`config.mk`:
```
export PLATFORM = sky130hd
export DESIGN_NAME = acc_converter_control
export DESIGN_NICKNAME = d
export VERILOG_FILES = /design/src/verilog/acc_pkg.sv /design/src/verilog/acc_converter_control.sv
export SDC_FILE = /design/constraint.sdc
export NUM_CORES = 1
export LEC_CHECK = 0
export BUFFER_PORTS_ARGS = -buffer_cell sky130_fd_sc_hd__buf_2
export CAP_MARGIN = 20
export CORE_MARGIN = 5
export CORE_UTILIZATION = 53
export DETAILED_ROUTE_END_ITERATION = 12
export PLACE_DENSITY = 0.85
export SETUP_SLACK_MARGIN = 0.2
export SYNTH_ARGS = -nofsm -noshare
export SYNTH_HDL_FRONTEND = slang
export SYNTH_SLANG_ARGS = --single-unit
```
`constraint.sdc`:
```
create_clock -name core_clk -period 5 [get_ports core_clk]
set_input_delay 0.5 -clock core_clk [delete_from_list [all_inputs] [get_ports core_clk]]
set_output_delay 0.5 -clock core_clk [all_outputs]
set_load 0.03 [all_outputs]
```
`src/verilog/acc_pkg.sv`:
```
// Constants for the analog converter control block.
// Assumes byte addressing on the register bus, one aligned word per register.
package acc_pkg;

  ////////////////////////////////////////////////////////////////////////////
  // Register indices; byte address is four times the index
  localparam logic [7:0] IDX_RESULT_LOW  = 8'h78;
  localparam logic [7:0] IDX_RESULT_HIGH = 8'h79;
  localparam logic [7:0] IDX_CTRL_STATUS = 8'h7a;
  localparam logic [7:0] IDX_TRIG_CONFIG = 8'h7b;
  localparam logic [7:0] IDX_INPUT_SEL   = 8'h7c;
  localparam logic [7:0] IDX_DIG_DISABLE = 8'h7e;

  ////////////////////////////////////////////////////////////////////////////
  // Control and status field positions
  localparam int CS_ENABLE  = 7;
  localparam int CS_START   = 6;
  localparam int CS_AUTO    = 5;
  localparam int CS_DONE    = 4;
  localparam int CS_IRQ_EN  = 3;
  localparam int CS_DIV_MSB = 2;

  // Input selection field positions
  localparam int IS_REF_MSB  = 7;
  localparam int IS_REF_LSB  = 6;
  localparam int IS_LEFT     = 5;
  localparam int IS_CH_MSB   = 3;

  // Reference and channel codes
  localparam logic [1:0] REF_EXTERNAL = 2'h0;
  localparam logic [1:0] REF_SUPPLY   = 2'h1;
  localparam logic [1:0] REF_RESERVED = 2'h2;
  localparam logic [1:0] REF_BANDGAP  = 2'h3;
  localparam logic [3:0] CH_LAST_PIN  = 4'h7;
  localparam logic [3:0] CH_BANDGAP   = 4'he;
  localparam logic [3:0] CH_GROUND    = 4'hf;

  // Trigger source codes
  localparam logic [2:0] TRIG_FREE_RUN = 3'h0;

  ////////////////////////////////////////////////////////////////////////////
  // Reset values and timing in converter clock cycles
  localparam logic [7:0] RESET_BYTE    = 8'h00;
  localparam logic [9:0] RESET_RESULT  = 10'h000;
  localparam logic [4:0] CYC_FIRST     = 5'd25;
  localparam logic [4:0] CYC_NORMAL    = 5'd13;
  localparam int         NUM_DIG_PINS  = 6;
  localparam int         NUM_TRIG_SRC  = 7;

endpackage : acc_pkg

```
`src/verilog/acc_converter_control.sv`:
```
// Digital control of a 10-bit successive-approximation converter.
// Assumes an Avalon-MM master, an analog front end that presents the code of
// the applied channel at all times, and trigger flags synchronous to core_clk.
`timescale 1ns/1ps

////////////////////////////////////////////////////////////////////////////////
// Functional notes
// - Reference field picks external, supply or bandgap
// - Reference and channel changes apply next cycle when idle, after completion when busy
// - Justify bit reshapes presented result at once
// - Bit 4 of input select reads zero
// - Channel codes: pins 0-7, bandgap, ground
// - Enable powers converter; clearing aborts conversion
// - Writing start begins a conversion
// - First conversion 25 cycles, later ones 13
// - Start reads one while busy; zero ignored
// - Auto trigger starts on selected rising edge
// - Done flag set on update; gated interrupt request
// - Done flag clears on vector or write one
// - Prescaler divides by 2 up to 128
// - Result byte layout per justification
// - Low byte read locks result until high read
// - Result code is input over reference times 1024
// - Trigger source ignored unless auto trigger set
// - Switching to a set source is an edge
// - Selecting free running alone triggers nothing
// - Trigger code map of eight sources
// - Disable bits gate the digital pin inputs
module acc_converter_control (
  // Clock and reset
  input  wire logic        core_clk,
  input  wire logic        resetn,
  // Avalon-MM register slave
  input  wire logic [9:0]  avsAddress,
  input  wire logic        avsRead,
  input  wire logic        avsWrite,
  input  wire logic [31:0] avsWritedata,
  input  wire logic [3:0]  avsByteenable,
  output logic      [31:0] avsReaddata,
  output logic             avsWaitrequest,
  // Analog front end
  input  wire logic [9:0]  analogCode,
  output logic             converterPower,
  output logic [1:0]       appliedReference,
  output logic [3:0]       appliedChannel,
  // Triggers and interrupt
  input  wire logic [6:0]  triggerFlags,
  input  wire logic        globalIrqEnable,
  input  wire logic        doneVectorTaken,
  output logic             doneIrq,
  // Digital pin gating
  input  wire logic [5:0]  portPinRaw,
  output logic [5:0]       pinBufferDisable,
  output logic [5:0]       portPinRead
);

  //////////////////////////////////////////////////////////////////////////////
  // Mask of prescaler bits that must be all ones for one converter tick
  function automatic logic [6:0] divMask(input logic [2:0] code);
    logic [6:0] m;
    m = 7'h01;
    if (code > 3'h1) begin
      m = 7'(({7'h00, 1'b1} << code) - 8'h01);
    end
    return m;
  endfunction : divMask

  // Register index of a byte address
  function automatic logic [7:0] regIndex(input logic [9:0] addr);
    return addr[9:2];
  endfunction : regIndex

  //////////////////////////////////////////////////////////////////////////////
  // State
  logic       ackQ;
  logic [31:0] readdataQ;
  logic       enQ, autoQ, flagQ, ieQ;
  logic [2:0] divQ;
  logic [1:0] refQ;
  logic       leftQ;
  logic [3:0] chQ;
  logic [2:0] trigSelQ;
  logic [5:0] didrQ;
  logic       busyQ, initDoneQ, lockQ, trigPrevQ;
  logic [4:0] cycLeftQ;
  logic [6:0] prescQ;
  logic [9:0] resultQ;
  logic [1:0] applRefQ;
  logic [3:0] applChQ;

  //////////////////////////////////////////////////////////////////////////////
  // Bus decode; one wait cycle, answer on the second cycle
  wire        busReq     = avsRead | avsWrite;
  wire        accept     = busReq & ackQ;
  wire [7:0]  idx        = regIndex(avsAddress);
  wire        wrLane     = avsWrite & accept & avsByteenable[0];
  wire [7:0]  wdata      = avsWritedata[7:0];
  wire        csWrite    = wrLane & (idx == acc_pkg::IDX_CTRL_STATUS);
  wire        isWrite    = wrLane & (idx == acc_pkg::IDX_INPUT_SEL);
  wire        tsWrite    = wrLane & (idx == acc_pkg::IDX_TRIG_CONFIG);
  wire        ddWrite    = wrLane & (idx == acc_pkg::IDX_DIG_DISABLE);
  wire        lowRead    = avsRead & accept & (idx == acc_pkg::IDX_RESULT_LOW);
  wire        highRead   = avsRead & accept & (idx == acc_pkg::IDX_RESULT_HIGH);

  assign avsWaitrequest = busReq & ~ackQ;
  assign avsReaddata    = readdataQ;

  //////////////////////////////////////////////////////////////////////////////
  // Presented result, justification follows the live bit
  wire [7:0] resHigh = leftQ ? resultQ[9:2] : {6'h00, resultQ[9:8]};
  wire [7:0] resLow  = leftQ ? {resultQ[1:0], 6'h00} : resultQ[7:0];

  wire [7:0] csRead  = {enQ, busyQ, autoQ, flagQ, ieQ, divQ};
  wire [7:0] isRead  = {refQ, leftQ, 1'b0, chQ};
  wire [7:0] tsRead  = {5'h00, trigSelQ};
  wire [7:0] ddRead  = {2'h0, didrQ};

  logic [7:0] rdByte;
  always_comb begin
    unique case (idx)
      acc_pkg::IDX_RESULT_LOW:  rdByte = resLow;
      acc_pkg::IDX_RESULT_HIGH: rdByte = resHigh;
      acc_pkg::IDX_CTRL_STATUS: rdByte = csRead;
      acc_pkg::IDX_INPUT_SEL:   rdByte = isRead;
      acc_pkg::IDX_TRIG_CONFIG: rdByte = tsRead;
      acc_pkg::IDX_DIG_DISABLE: rdByte = ddRead;
      default:                  rdByte = acc_pkg::RESET_BYTE;
    endcase
  end

  always_ff @(posedge core_clk) begin
    if (!resetn) begin
      ackQ      <= 1'b0;
      readdataQ <= 32'h0000_0000;
    end else begin
      ackQ      <= busReq & ~ackQ;
      readdataQ <= (avsRead & ~ackQ) ? {24'h00_0000, rdByte} : readdataQ;
    end
  end

  //////////////////////////////////////////////////////////////////////////////
  // Enable, prescaler and converter tick
  wire enD     = csWrite ? wdata[acc_pkg::CS_ENABLE] : enQ;
  wire [6:0] mask = divMask(divQ);
  wire adcTick = enQ & ((prescQ & mask) == mask);

  //////////////////////////////////////////////////////////////////////////////
  // Trigger selection; free running uses completion, not the done flag
  // Code 0 owns no flag, so free running never feeds the edge detector
  wire [7:0] trigVec = {triggerFlags, 1'b0};
  wire convDone  = busyQ & adcTick & (cycLeftQ == 5'd1);
  wire srcFlag   = trigVec[trigSelQ];
  wire freeRun   = (trigSelQ == acc_pkg::TRIG_FREE_RUN);
  wire srcEdge   = ~freeRun & srcFlag & ~trigPrevQ;
  wire autoStart = enQ & autoQ & (freeRun ? convDone : srcEdge);
  wire swStart   = csWrite & wdata[acc_pkg::CS_START];
  wire canStart  = ~busyQ | convDone;
  wire startConv = enD & canStart & (swStart | autoStart);
  wire updResult = convDone & ~lockQ;

  //////////////////////////////////////////////////////////////////////////////
  // Configuration registers
  always_ff @(posedge core_clk) begin
    if (!resetn) begin
      enQ      <= 1'b0;
      autoQ    <= 1'b0;
      ieQ      <= 1'b0;
      divQ     <= 3'h0;
      refQ     <= acc_pkg::REF_EXTERNAL;
      leftQ    <= 1'b0;
      chQ      <= 4'h0;
      trigSelQ <= acc_pkg::TRIG_FREE_RUN;
      didrQ    <= 6'h00;
    end else begin
      enQ <= enD;
      if (csWrite) begin
        autoQ <= wdata[acc_pkg::CS_AUTO];
        ieQ   <= wdata[acc_pkg::CS_IRQ_EN];
        divQ  <= wdata[acc_pkg::CS_DIV_MSB:0];
      end
      if (isWrite) begin
        refQ  <= wdata[acc_pkg::IS_REF_MSB:acc_pkg::IS_REF_LSB];
        leftQ <= wdata[acc_pkg::IS_LEFT];
        chQ   <= wdata[acc_pkg::IS_CH_MSB:0];
      end
      // Reserved bits are not stored, so they read zero whatever is written
      if (tsWrite) begin
        trigSelQ <= wdata[2:0];
      end
      if (ddWrite) begin
        didrQ <= wdata[5:0];
      end
    end
  end

  //////////////////////////////////////////////////////////////////////////////
  // Conversion sequencing
  always_ff @(posedge core_clk) begin
    if (!resetn) begin
      busyQ     <= 1'b0;
      initDoneQ <= 1'b0;
      cycLeftQ  <= 5'd0;
      prescQ    <= 7'h00;
      trigPrevQ <= 1'b0;
    end else begin
      prescQ    <= enQ ? 7'(prescQ + 7'h01) : 7'h00;
      trigPrevQ <= srcFlag;
      if (!enD) begin
        busyQ     <= 1'b0;
        initDoneQ <= 1'b0;
      end else if (startConv) begin
        busyQ     <= 1'b1;
        initDoneQ <= 1'b1;
        cycLeftQ  <= initDoneQ ? acc_pkg::CYC_NORMAL : acc_pkg::CYC_FIRST;
      end else if (convDone) begin
        busyQ     <= 1'b0;
      end else if (busyQ && adcTick) begin
        cycLeftQ  <= 5'(cycLeftQ - 5'd1);
      end
    end
  end

  //////////////////////////////////////////////////////////////////////////////
  // Applied settings frozen while a conversion runs
  always_ff @(posedge core_clk) begin
    if (!resetn) begin
      applRefQ <= acc_pkg::REF_EXTERNAL;
      applChQ  <= 4'h0;
    end else if (!busyQ || convDone) begin
      applRefQ <= refQ;
      applChQ  <= chQ;
    end
  end

  assign converterPower   = enQ;
  assign appliedReference = applRefQ;
  assign appliedChannel   = applChQ;

  //////////////////////////////////////////////////////////////////////////////
  // Result capture, read lock and done flag
  always_ff @(posedge core_clk) begin
    if (!resetn) begin
      resultQ <= acc_pkg::RESET_RESULT;
      lockQ   <= 1'b0;
      flagQ   <= 1'b0;
    end else begin
      // Front end already scales the code to input over reference
      if (updResult) begin
        resultQ <= analogCode;
      end
      if (highRead) begin
        lockQ <= 1'b0;
      end else if (lowRead) begin
        lockQ <= 1'b1;
      end
      // Set beats both clears in the same cycle
      flagQ <= updResult |
               (flagQ & ~(doneVectorTaken | (csWrite & wdata[acc_pkg::CS_DONE])));
    end
  end

  assign doneIrq = flagQ & ieQ & globalIrqEnable;

  //////////////////////////////////////////////////////////////////////////////
  // Digital input buffers of the analog pins
  assign pinBufferDisable = didrQ;
  assign portPinRead      = portPinRaw & ~didrQ;

  //////////////////////////////////////////////////////////////////////////////
  // Assertions
  property p_resvZero;
    @(posedge core_clk) disable iff (!resetn)
      (avsRead && !ackQ && idx == acc_pkg::IDX_INPUT_SEL) |=> !avsReaddata[4];
  endproperty
  a_resvZero: assert property (p_resvZero) else $error("reserved select bit read one");

  property p_abort;
    @(posedge core_clk) disable iff (!resetn)
      (csWrite && !wdata[acc_pkg::CS_ENABLE]) |=> !busyQ && !converterPower;
  endproperty
  a_abort: assert property (p_abort) else $error("disable did not abort conversion");

  property p_firstLen;
    @(posedge core_clk) disable iff (!resetn)
      (startConv && !initDoneQ) |=> busyQ && cycLeftQ == 5'd25;
  endproperty
  a_firstLen: assert property (p_firstLen) else $error("first conversion length wrong");

  property p_laterLen;
    @(posedge core_clk) disable iff (!resetn)
      (startConv && initDoneQ) |=> busyQ && cycLeftQ == 5'd13;
  endproperty
  a_laterLen: assert property (p_laterLen) else $error("conversion length wrong");

  property p_swStart;
    @(posedge core_clk) disable iff (!resetn)
      (swStart && wdata[acc_pkg::CS_ENABLE] && !busyQ) |=> busyQ ##1 csRead[acc_pkg::CS_START];
  endproperty
  a_swStart: assert property (p_swStart) else $error("start write did not begin");

  property p_flagSet;
    @(posedge core_clk) disable iff (!resetn)
      (convDone && !lockQ) |=> flagQ && resultQ == $past(analogCode);
  endproperty
  a_flagSet: assert property (p_flagSet) else $error("completion did not set flag");

  property p_flagClr;
    @(posedge core_clk) disable iff (!resetn)
      (doneVectorTaken && !updResult) |=> !flagQ;
  endproperty
  a_flagClr: assert property (p_flagClr) else $error("vector did not clear flag");

  property p_irq;
    @(posedge core_clk) disable iff (!resetn)
      (flagQ && ieQ && globalIrqEnable) |-> doneIrq;
  endproperty
  a_irq: assert property (p_irq) else $error("interrupt request missing");

  property p_lock;
    @(posedge core_clk) disable iff (!resetn)
      (lockQ && !highRead) |=> $stable(resultQ);
  endproperty
  a_lock: assert property (p_lock) else $error("locked result changed");

  property p_frozen;
    @(posedge core_clk) disable iff (!resetn)
      (busyQ && $past(busyQ) && !$past(convDone)) |-> $stable(applChQ) && $stable(applRefQ);
  endproperty
  a_frozen: assert property (p_frozen) else $error("settings changed mid conversion");

  property p_divide;
    @(posedge core_clk) disable iff (!resetn)
      (adcTick && divQ > 3'h1 && $stable(divQ)) |=> !adcTick;
  endproperty
  a_divide: assert property (p_divide) else $error("prescaler tick too soon");

  property p_freeRun;
    @(posedge core_clk) disable iff (!resetn)
      (convDone && enQ && autoQ && freeRun && !csWrite) |=> busyQ;
  endproperty
  a_freeRun: assert property (p_freeRun) else $error("free running did not restart");

  property p_zeroStart;
    @(posedge core_clk) disable iff (!resetn)
      (csWrite && wdata[acc_pkg::CS_ENABLE] && !wdata[acc_pkg::CS_START] && busyQ && !convDone) |=> busyQ;
  endproperty
  a_zeroStart: assert property (p_zeroStart) else $error("zero start stopped conversion");

  property p_trigEdge;
    @(posedge core_clk) disable iff (!resetn)
      (enQ && enD && autoQ && !freeRun && srcFlag && !trigPrevQ && !busyQ) |=> busyQ;
  endproperty
  a_trigEdge: assert property (p_trigEdge) else $error("trigger edge did not start");

  property p_freeSelect;
    @(posedge core_clk) disable iff (!resetn)
      (tsWrite && wdata[2:0] == acc_pkg::TRIG_FREE_RUN && !busyQ && !autoStart) |=> !busyQ;
  endproperty
  a_freeSelect: assert property (p_freeSelect) else $error("free running select started conversion");

  property p_irqOff;
    @(posedge core_clk) disable iff (!resetn)
      !(flagQ && ieQ && globalIrqEnable) |-> !doneIrq;
  endproperty
  a_irqOff: assert property (p_irqOff) else $error("interrupt request without cause");

  c_done:    cover property (@(posedge core_clk) disable iff (!resetn) convDone);
  c_locked:  cover property (@(posedge core_clk) disable iff (!resetn) convDone && lockQ);
  c_trigger: cover property (@(posedge core_clk) disable iff (!resetn) autoStart && !freeRun);
  c_restart: cover property (@(posedge core_clk) disable iff (!resetn) convDone && startConv);
  c_abort:   cover property (@(posedge core_clk) disable iff (!resetn) busyQ && csWrite && !wdata[acc_pkg::CS_ENABLE]);

endmodule : acc_converter_control

```
# Word level (Yosys, flattened, before mapping)
# Index checks and enable logic that the tools add are counted.
# word_totals
register_bits	64
out_inout_bits	53
elab_cells	102
# classes
addsub	3
magnitude_cmp	2
eq_ne	9
n_shift	1
n_mux	14
n_bitwise	42
n_reduce_logical	10
# ops
operator	n
$eq A8 B7 Y1 const B	6
$pmux W8 S6	1
$and A1 B1 Y1	27
$mux W5	4
$mux W8	2
$add A7 B1 Y7 const B	1
$and A7 B7 Y7	1
$eq A7 B7 Y1	1
$mux W7	1
$not A1 Y1	7
$shl A1 B3 Y7 const A	1
$sub A7 B1 Y7 const B	1
$and A6 B6 Y6	1
$not A6 Y6	1
$eq A5 B1 Y1 const B	1
$mux W1	5
$or A1 B1 Y1	5
$sub A5 B1 Y5 const B	1
$lt A3 B4 Y1 const B	1
$reduce_and A2 Y1	2
$reduce_bool A2 Y1	2
$bmux W1 S3	1
$gt A3 B1 Y1 const B	1
$logic_not A3 Y1	1
other kinds (6)	6

# Logic depth before layout (Yosys ltp)
# Gate-level depths: netlist (run 1).
# depth
depth_word	14
mapped_depth	10

# Worst setup path after synthesis (run 1)
# OpenSTA, ideal clock, no wires.
# synth_timing
path_type	register -> register
from	register divQ[0]
to	register resultQ[6]
setup_time_ns	0.128
t_arrival_ns	2.391
slack_ns	2.481
stages_incl_launch_ff	11
period_less_slack_ns	2.519
path_cell_list	dfxtp_1 -> buf_6 -> or3_1 -> ha_1 -> or3_1 -> a21o_1 -> a41oi_4 -> or4_4 -> buf_12 -> mux2i_1 -> nor2_1
# synth_via
elab_chain_len	9
# synth_lines
item	line_no	source
from (decl)	acc_converter_control.sv:78	logic [2:0] divQ;
from (signal assigned)	acc_converter_control.sv:179	divQ <= wdata[acc_pkg::CS_DIV_MSB:0];
$shl A1 B3 Y7	acc_converter_control.sv:63	m = 7'(({7'h00, 1'b1} << code) - 8'h01);
$sub A7 B1 Y7	acc_converter_control.sv:63	
$mux W7 *	acc_converter_control.sv:62	if (code > 3'h1) begin
$and A7 B7 Y7	acc_converter_control.sv:145	wire adcTick = enQ & ((prescQ & mask) == mask);
$eq A7 B7 Y1 *	acc_converter_control.sv:145	
$and A1 B1 Y1 *	acc_converter_control.sv:145	
$and A1 B1 Y1 * (2 in a row)	acc_converter_control.sv:151	wire convDone = busyQ & adcTick & (cycLeftQ == 5'd1);
$and A1 B1 Y1 *	acc_converter_control.sv:159	wire updResult = convDone & ~lockQ;
to (signal assigned)	acc_converter_control.sv:243	resultQ <= acc_pkg::RESET_RESULT;
to (signal assigned)	acc_converter_control.sv:249	resultQ <= analogCode;
to (decl)	acc_converter_control.sv:87	logic [9:0] resultQ;
# Every way passes the cells marked *; elsewhere a longest branch is shown, timed or not.
# A chain may end at the register's enable or synchronous reset.

# Worst setup path in the final report (run 1)
# Ends and elaborated chain as after synthesis.

==> impl_metrics.tcl, run 1 <==
set metrics [dict create \
    clkSinkCount 64 \
    cts-buffers-inserted 9 \
    core_mm2 0.00628 \
    startpoint_type "flop" \
    clk_pin_slew_ps 70 \
    avgSynthCellArea_um2 8.93 \
    crit_top_cell "or3_1" \
    ioPinCount 128 \
    p_per_area_mw_per_mm2 269 \
    r2r_slack_ps 2260 \
    slew_violations 0 \
    grt_pass1_vias 2967 \
    synth-edff-count 0 \
    wl_per_cell_um 15.3 \
    cpMaxStageDelayCell "dfxtp_1" \
    clk_path_buf_depth 2 \
    cts_root_buffer "clkbuf_8" \
    grt_max_degree 27 \
    reg2reg_depth 8 \
    path_cells "or3_1 -> ha_1 -> or3_1 -> a21o_1 -> a41oi_4 -> or4_4 -> mux2i_1 -> nor2_1" \
    dr.pass1.iters 5 \
    antenna_found_initial 0 \
    post-place-ws_ps 2260 \
    maxCapViolations 0 \
    drt_iter0_drc 116 \
    clkLatencyLatePin_ps 340 \
    synthArstFlopShare 0 \
    hold_buffers 0 \
    cp.buffers_inverters 0 \
    setup_viol 0 \
    tightest_slew_ps 848 \
    cts_max_level 3 \
    setup_tns_ps 0 \
    drtAntennaViolNets 0 \
    maxSlewHeadroom 0.433 \
    rows 29 \
    cts_setup_buffers 0 \
    cp_data_arrival_time_ps 2940 \
    holdPathStages 3 \
    rr_endpoint "resultQ[6]" \
    cp_top_family "simple AND/OR/NAND/NOR gates" \
    gp_congestion 0.897 \
    syn_inst 379 \
    ir_worst_vdd_mv 0.289 \
    track_usage 0.203 \
    fmax_mhz 364 \
    num_vias 2935 \
    dieWidth_um 89.9 \
    final_cell_mix "buf_2 (74), dfxtp_1 (64), nor2_1 (54), mux2i_1 (42), nand2_1 (35)" \
    final_common_cell "buf_2" \
    r2r_start "divQ[0]" \
    diodes 0 \
    yosysUniqueCellTypes 65 \
    remaining_drc_errors 0 \
    hold_viol 0 \
    p_leak_uw 0.00181 \
    hpwl_um 6200 \
    synth.yosys.seq_area_share 0.378 \
    hold_class "input port to flop" \
    grt_pass1_wl_um 13800 \
    path_class "flop to flop" \
    worstHoldStart "analogCode[4]" \
    crit_path_end_kind "flop" \
    min_to "resultQ[4]" \
    worst_slack_ps 2260 \
    overflow 0 \
    io_buffers 74 \
    cts-resized-gates 0 \
    viasPerCell 5.57 \
    fillers 537 \
    yosys_warnings 0 \
    status "finished, final reports clean" \
    fin_nets 524 \
    ys_ff_latch 64 \
    fin_crit_sh 0.549 \
    rsz0062_at_grt "false" \
    syn_area_mm2 0.00339 \
    slowest_delay_ps 400 \
    path_max_fanout 11 \
    critPathRequiredTime_ps 5200 \
    timing.clock.skew_ps 5.44 \
    routed_wl_um 8080 \
    syn2layout_area_growth_pct 13.7 \
    yosys_most_used_dff "dfxtp_1" \
    min_period_ps 2740 \
    dieArea_mm2 0.00809 \
    die_y_um 89.9 \
    cts_tree "yes" \
    start_util 0.539 \
    drive_above_1_share 0.233 \
]
## worst min-delay path: cells and delay by family
family / cells / cell delay, ps
buf+inv: 1 / 70
simple gates: 1 / 70
mux: 1 / 50
## registers in the layout, summed over array words and instances, names as in the netlist, 4 cells and up
register and cells:
resultQ 10, prescQ 7, pinBufferDisable 6, chQ 4, appliedChannel 4, cycLeftQ 5, avsReaddata 8
## how the worst max path moves through the flow
| stage | startpoint | end | depth (start not counted) |
|---|---|---|---|
| final | divQ[0] | resultQ[6] | 8 |
| after global routing | divQ[0] | resultQ[0] | 8 |
| after CTS | divQ[0] | resultQ[6] | 8 |
| after detailed placement | divQ[0] | resultQ[6] | 8 |
| after global placement | avsAddress[4] | cycLeftQ[1] | 7 |
| after floorplan | divQ[0] | resultQ[6] | 10 |
## through the flow
stage	instance area (um2)	std cells	power [uW]	hold slack (ps)	util
after floorplan	3470	402	606	422	-
after global placement	3660	511	621	442	0.583
after detailed placement	3660	511	622	452	0.583
after CTS	3850	527	1040	379	0.613
after global routing	3850	527	1080	398	0.613
final	3850	527	1040	389	0.613
## synth_stat cells, types with 4 or more instances
cell type  instances  area share
a21oi_1           15       0.022
a31oi_1            4      0.0074
and3_1             8       0.015
buf_4             26       0.058
clkbuf_1          12       0.013
dfxtp_1           64        0.38
ha_1               4       0.015
inv_1              7      0.0078
mux2i_1           42        0.12
nand2_1           35       0.039
nand3_1            7       0.010
nand3b_1           5       0.011
nor2_1            54       0.060
nor2b_1           11       0.020
o21ai_0            9       0.013
or3_1              7       0.013
xnor2_1            5       0.013
xor2_1             4       0.010
## routing by layer
metal,track usage,part of all wire,vias up
met5,0,0,-
met3,0.0543,0.078,17
li1,-,-,1416
met4,0.0868,0.020,0
met2,0.348,0.50,125
met1,0.239,0.40,1377
## final cells by class
class	count	area, um2	area share
Multi-Input combinational cell	288	1880	0.488
Sequential cell	64	1280	0.333
Timing Repair Buffer	75	378	0.0982
Clock buffer	10	128	0.0332
Tap cell	77	96.3	0.0250
Clock inverter	6	60.1	0.0156
Inverter	7	26.3	0.00683
## kinds of logic after synthesis
family                     count (synthesis)  share of synthesized area
and+or+nand+nor                          146                      0.212
DFF                                       64                      0.378
AOI/OAI and AO/OA                         58                      0.133
buffers and inverters                     50                     0.0920
muxes                                     47                      0.145
xor gates and xnor gates                   9                     0.0233
adders and majority gates                  4                     0.0148
other                                      1                    0.00111
## report_power, final
group | internal (uW) | switching [uW] | total, uW | leakage [uW]
Combinational | 26.6 | 68.8 | 95.4 | 0.00120
Clock | 227 | 198 | 425 | 0.0000920
Sequential | 514 | 2.61 | 516 | 0.000517
(Power assumes the default switching activity.)
==> inputs of run 2 (changes only) <==
--- a/config.mk
+++ b/config.mk
@@ -8,9 +8,9 @@
 export BUFFER_PORTS_ARGS = -buffer_cell sky130_fd_sc_hd__buf_2
 export CAP_MARGIN = 20
 export CORE_MARGIN = 5
-export CORE_UTILIZATION = 53
+export CORE_UTILIZATION = 45
 export DETAILED_ROUTE_END_ITERATION = 12
-export PLACE_DENSITY = 0.85
+export PLACE_DENSITY = 0.77
 export SETUP_SLACK_MARGIN = 0.2
 export SYNTH_ARGS = -nofsm -noshare
 export SYNTH_HDL_FRONTEND = slang
==> constraint.sdc (replaced) <==
create_clock -name core_clk -period 2.29 [get_ports core_clk]
set_input_delay 0.229 -clock core_clk [delete_from_list [all_inputs] [get_ports core_clk]]
set_output_delay 0.229 -clock core_clk [all_outputs]
set_load 0.03 [all_outputs]
==> impl_metrics.tcl, run 2 (synthesis gave the netlist of run 1 again) <==
set metrics [dict create \
    path_max_fanout 6 \
    fin_nets 544 \
    cp_data_arrival_time_ps 2720 \
    dp.cells 550 \
    hold_buffers 0 \
    cts_max_level 3 \
    final_common_cell "buf_2" \
    p_leak_uw 0.00195 \
    cts_tree "yes" \
    dieWidth_um 96.7 \
    r2r_start "divQ[2]" \
    largest_reg_flops 10 \
    grt_max_degree 26 \
    ir_worst_vdd_mv 0.400 \
    clk_pin_slew_ps 80 \
    cp.buffers_inverters 0 \
    critPathRequiredTime_ps 2500 \
    instances_no_fill 569 \
    io_buffers 74 \
    syn2layout_area_growth_pct 22.9 \
    clkLatencyLatePin_ps 350 \
    r2r_slack_ps -210 \
    utilization 0.571 \
    worstHoldStart "analogCode[2]" \
    dr.pass1.iters 4 \
    cpMaxStageDelayCell "a41oi_4" \
    violations "setup timing" \
    antenna_found_initial 0 \
    tightest_slew_ps 787 \
    hold_class "input port to flop" \
    slew_violations 0 \
    cp_top_family "simple AND/OR/NAND/NOR gates" \
    top_register "resultQ" \
    crit_path_end_kind "flop" \
    viasPerCell 5.35 \
    maxCapViolations 0 \
    rsz0062_at_grt "true" \
    drtAntennaViolNets 0 \
    num_vias 3045 \
    timing.clock.skew_ps 9.13 \
    path_class "flop to flop" \
    hpwl_um 6370 \
    slowest_delay_ps 390 \
    grt_pass1_vias 3014 \
    grt_pass1_wl_um 14100 \
    path_cells "or3_4 -> ha_4 -> or3_1 -> a21o_1 -> a41oi_4 -> or4_4 -> mux2i_1 -> nor2_1" \
    p_per_area_mw_per_mm2 620 \
    hold_viol 0 \
    startpoint_type "flop" \
    cts-buffers-inserted 9 \
    finalPower_uw 2580 \
    rows 31 \
    diodes 0 \
    fin_crit_sh 1.09 \
    die_y_um 96.7 \
    wl_per_cell_um 15.5 \
    worstSetupStartpoint "divQ[2]" \
    clkSinkCount 64 \
    drive_above_1_share 0.287 \
    cts_root_buffer "clkbuf_8" \
    fmax_mhz 399 \
    dieArea_mm2 0.00936 \
    core_mm2 0.00729 \
    clk_path_buf_depth 2 \
    setup_viol 23 \
    gp_congestion 0.916 \
    overflow 0 \
    ioPinCount 128 \
    status "finished with violations" \
    maxSlewHeadroom 0.474 \
    track_usage 0.182 \
    post-place-ws_ps -200 \
    start_util 0.464 \
    setup_tns_ps -3820 \
    remaining_drc_errors 0 \
    multi_input_area_mm2 0.00194 \
    min_period_ps 2500 \
    routed_wl_um 8830 \
    worst_slack_ps -214 \
    ff_latch_area_mm2 0.00128 \
    drt_iter0_drc 160 \
    fillers 673 \
    final_cell_mix "buf_2 (74), dfxtp_1 (63), nor2_1 (53), mux2i_1 (42), nand2_1 (33)" \
]
[run 2: changes by cell type in the layout (fill, tap and decap cells not counted), sizes merged]
| cell | previous run | this run |
|---|---|---|
| or4 | 2 | 3 |
| buf | 75 | 94 |
| bufinv | 1 | 3 |
| clkinvlp | 2 | 1 |
| inv | 7 | 8 |
| clkinv | 3 | 1 |
[run 2: per-layer routing]
metal | GRT usage | routed length (um) | vias up
met5 | 0 | 0 | -
met4 | 0.0734 | 185 | 0
met3 | 0.0590 | 665 | 18
met2 | 0.317 | 4400 | 121
met1 | 0.204 | 3580 | 1452
li1 | - | - | 1454
[run 2: cell type report]
type / instances / area share
clock buffer: 10 / 0.0331
tap: 99 / 0.0298
sequential: 64 / 0.308
multi-input combinational: 289 / 0.465
timing repair buffer: 94 / 0.130
clock inverter: 6 / 0.0277
inverter: 7 / 0.00631
[run 2: power by group]
group          internal [uW]  total (uW)  switching, uW  leakage [uW]
clock                    758        1240            479      0.000123
combinational           63.5         216            153       0.00131
sequential              1120        1130           5.68      0.000517
total                   1940        2580            637       0.00195
[run 2: stage by stage]
stage,hold slack [ps],area (um2)
final,109,4160
after CTS,97.4,4110
after global routing,118,4160
after global placement,445,3820
after floorplan,369,3470
after detailed placement,451,3820
[run 2: worst paths after layout]
path,cells after the start,to
max,8,resultQ[1]
min,3,resultQ[2]
max reg2reg,8,resultQ[1]
min reg2reg,2,divQ[1]
[run 2: timing repair]
| action | 4_1_cts | 5_1_grt |
|---|---|---|
| setup endpoints to repair | 24 | 24 |
| hold endpoints to repair | 0 | 0 |
| pin swaps | 2 | 10 |
| resized for setup | 4 | 9 |
| cloned | 0 | 1 |
| buffers inserted | 1 | 1 |
[run 2: worst reg2reg max path, cell delays in order, from the launching register on]
cell     delay [ps]
dfxtp_1         360
or3_4           360
ha_4            180
or3_1           300
a21o_1          190
a41oi_4         390
or4_4           300
mux2i_1         230
nor2_1           60
==> inputs of run 3 (changes only) <==
--- a/config.mk
+++ b/config.mk
@@ -8,9 +8,9 @@
 export BUFFER_PORTS_ARGS = -buffer_cell sky130_fd_sc_hd__buf_2
 export CAP_MARGIN = 20
 export CORE_MARGIN = 5
-export CORE_UTILIZATION = 45
+export CORE_UTILIZATION = 37
 export DETAILED_ROUTE_END_ITERATION = 12
-export PLACE_DENSITY = 0.77
+export PLACE_DENSITY = 0.65
 export SETUP_SLACK_MARGIN = 0.2
 export SYNTH_ARGS = -nofsm -noshare
 export SYNTH_HDL_FRONTEND = slang
==> constraint.sdc (replaced) <==
create_clock -name core_clk -period 2.29 [get_ports core_clk]
set_input_delay 0.1145 -clock core_clk [delete_from_list [all_inputs] [get_ports core_clk]]
set_output_delay 0.1145 -clock core_clk [all_outputs]
set_load 0.03 [all_outputs]
==> impl_metrics.tcl, run 3 (synthesis gave the netlist of run 1 again) <==
set metrics [dict create \
    status "finished with violations" \
    violations "setup timing" \
    p_int_uw 1920 \
    clkSinkCount 64 \
    final_common_cell "buf_2" \
    worstHoldStart "analogCode[2]" \
    ioPinCount 128 \
    hold_class "input port to flop" \
    remaining_drc_errors 0 \
    ir_worst_vdd_mv 0.586 \
    p_per_area_mw_per_mm2 591 \
    cpMaxStageDelayCell "or3_4" \
    dieArea_mm2 0.0112 \
    track_usage 0.166 \
    hpwl_um 6580 \
    cts_max_level 3 \
    switchingPower_uw 614 \
    sw_frac_of_total 0.242 \
    tightest_slew_ps 689 \
    setup_tns_ps -3060 \
    fin_crit_sh 1.07 \
    grt_pass1_wl_um 14800 \
    fin_nets 552 \
    slew_violations 0 \
    holdPathStages 3 \
    clk_path_buf_depth 2 \
    clkLatencyLatePin_ps 350 \
    utilization 0.473 \
    diodes 0 \
    r2r_slack_ps -160 \
    syn2layout_area_growth_pct 26.6 \
    start_util 0.373 \
    overflow 0 \
    fillers 873 \
    finalPower_uw 2530 \
    cts-buffers-inserted 9 \
    drtAntennaViolNets 0 \
    final_cell_mix "buf_2 (74), dfxtp_1 (62), nor2_1 (53), mux2i_1 (42), nand2_1 (33)" \
    maxCapViolations 0 \
    drive_above_1_share 0.293 \
    core_mm2 0.00906 \
    startpoint_type "flop" \
    r2r_start "divQ[0]" \
    hold_viol 0 \
    gp_congestion 0.872 \
    p_seq_frac 0.445 \
    rr_endpoint "appliedReference[1]" \
    drt_iter0_drc 158 \
    slowest_delay_ps 380 \
    clkPwrFrac 0.469 \
    post-place-ws_ps -253 \
    io_buffers 74 \
    timing.clock.skew_ps 10.5 \
    wl_per_cell_um 15.5 \
    viasPerCell 5.16 \
    top_register "resultQ" \
    antenna_found_initial 0 \
    dr.pass1.iters 4 \
    cts_tree "yes" \
    path_class "flop to flop" \
    min_period_ps 2450 \
    maxSlewHeadroom 0.540 \
    crit_path_end_kind "flop" \
    cts_root_buffer "clkbuf_8" \
    worstSetupStartpoint "divQ[0]" \
    rsz0062_at_grt "true" \
    routed_wl_um 9150 \
    setup_viol 24 \
    p_leak_uw 0.00199 \
    grt_max_degree 29 \
    largest_reg_flops 10 \
    fmax_mhz 408 \
    reg2reg_depth 10 \
    num_vias 3042 \
    combPwrFrac 0.087 \
    path_cells "or3_4 -> ha_4 -> or3_1 -> a21o_1 -> a41oi_4 -> buf_6 -> o31ai_4 -> buf_12 -> mux2i_1 -> nor2_1" \
    instances_no_fill 589 \
    dieWidth_um 106 \
    path_max_fanout 7 \
    clk_pin_slew_ps 70 \
    dp.cells 563 \
    grt_pass1_vias 3029 \
    worst_slack_ps -159 \
    cp_data_arrival_time_ps 2680 \
    die_y_um 106 \
    min_to "resultQ[2]" \
    critPathRequiredTime_ps 2520 \
    rows 35 \
]
[run 3: area by class of cell]
class | instances | area [um2] | area share
sequential | 64 | 1280 | 0.300
timing repair buffer | 101 | 607 | 0.142
clock inverter | 6 | 116 | 0.0272
tap | 111 | 139 | 0.0324
multi-input combinational | 290 | 1990 | 0.463
clock buffer | 10 | 128 | 0.0298
inverter | 7 | 26.3 | 0.00613
[run 3: critical path: cells and delay by family (launching register included)]
| kind | cells | cell delay [ps] |
|---|---|---|
| compound gates | 3 | 600 |
| fa+ha+maj | 1 | 190 |
| buf+inv | 2 | 310 |
| flops | 1 | 320 |
| mux | 1 | 150 |
| simple gates | 3 | 760 |
[run 3: worst max-delay path by stage]
| stage | end | slack, ps | cells after the start |
|---|---|---|---|
| global placement | appliedChannel[3] | -130 | 9 |
| finish | appliedReference[1] | -160 | 10 |
| detailed placement | appliedReference[1] | -250 | 9 |
| CTS | appliedReference[1] | -140 | 10 |
| global route | appliedReference[0] | -270 | 10 |
| floorplan | resultQ[7] | -190 | 10 |
[run 3: power by group through the flow]
stage               clock (uW)  combinational [uW]  sequential, uW
finish                    1190                 219            1130
global route              1250                 236            1130
CTS                       1200                 218            1130
detailed placement           0                 212            1150
global placement             0                 211            1150
floorplan                    0                 157            1170
[run 3: metal layers]
metal | up-vias | wire length [um] | GRT usage
met4 | 0 | 191 | 0.0592
met3 | 15 | 531 | 0.0374
met5 | - | 0 | 0
li1 | 1480 | - | -
met2 | 108 | 4570 | 0.290
met1 | 1439 | 3860 | 0.198
[run 3: repair_timing]
action                                 4_1_cts  5_1_grt
pin swaps                                   11        6
endpoints found under the hold margin        4        0
setup endpoints to repair                   24       24
hold buffers                                 4        0
gates cloned                                 2        0
setup buffers                                4        0
gates resized for setup                     13        5
[run 3: per-stage QoR]
| step | instance area, um2 | hold slack [ps] |
|---|---|---|
| after floorplan | 3470 | 255 |
| after global placement | 3840 | 348 |
| after detailed placement | 3840 | 355 |
| after CTS | 4260 | 1.85 |
| after global routing | 4290 | 7.66 |
| final | 4290 | 1.33 |
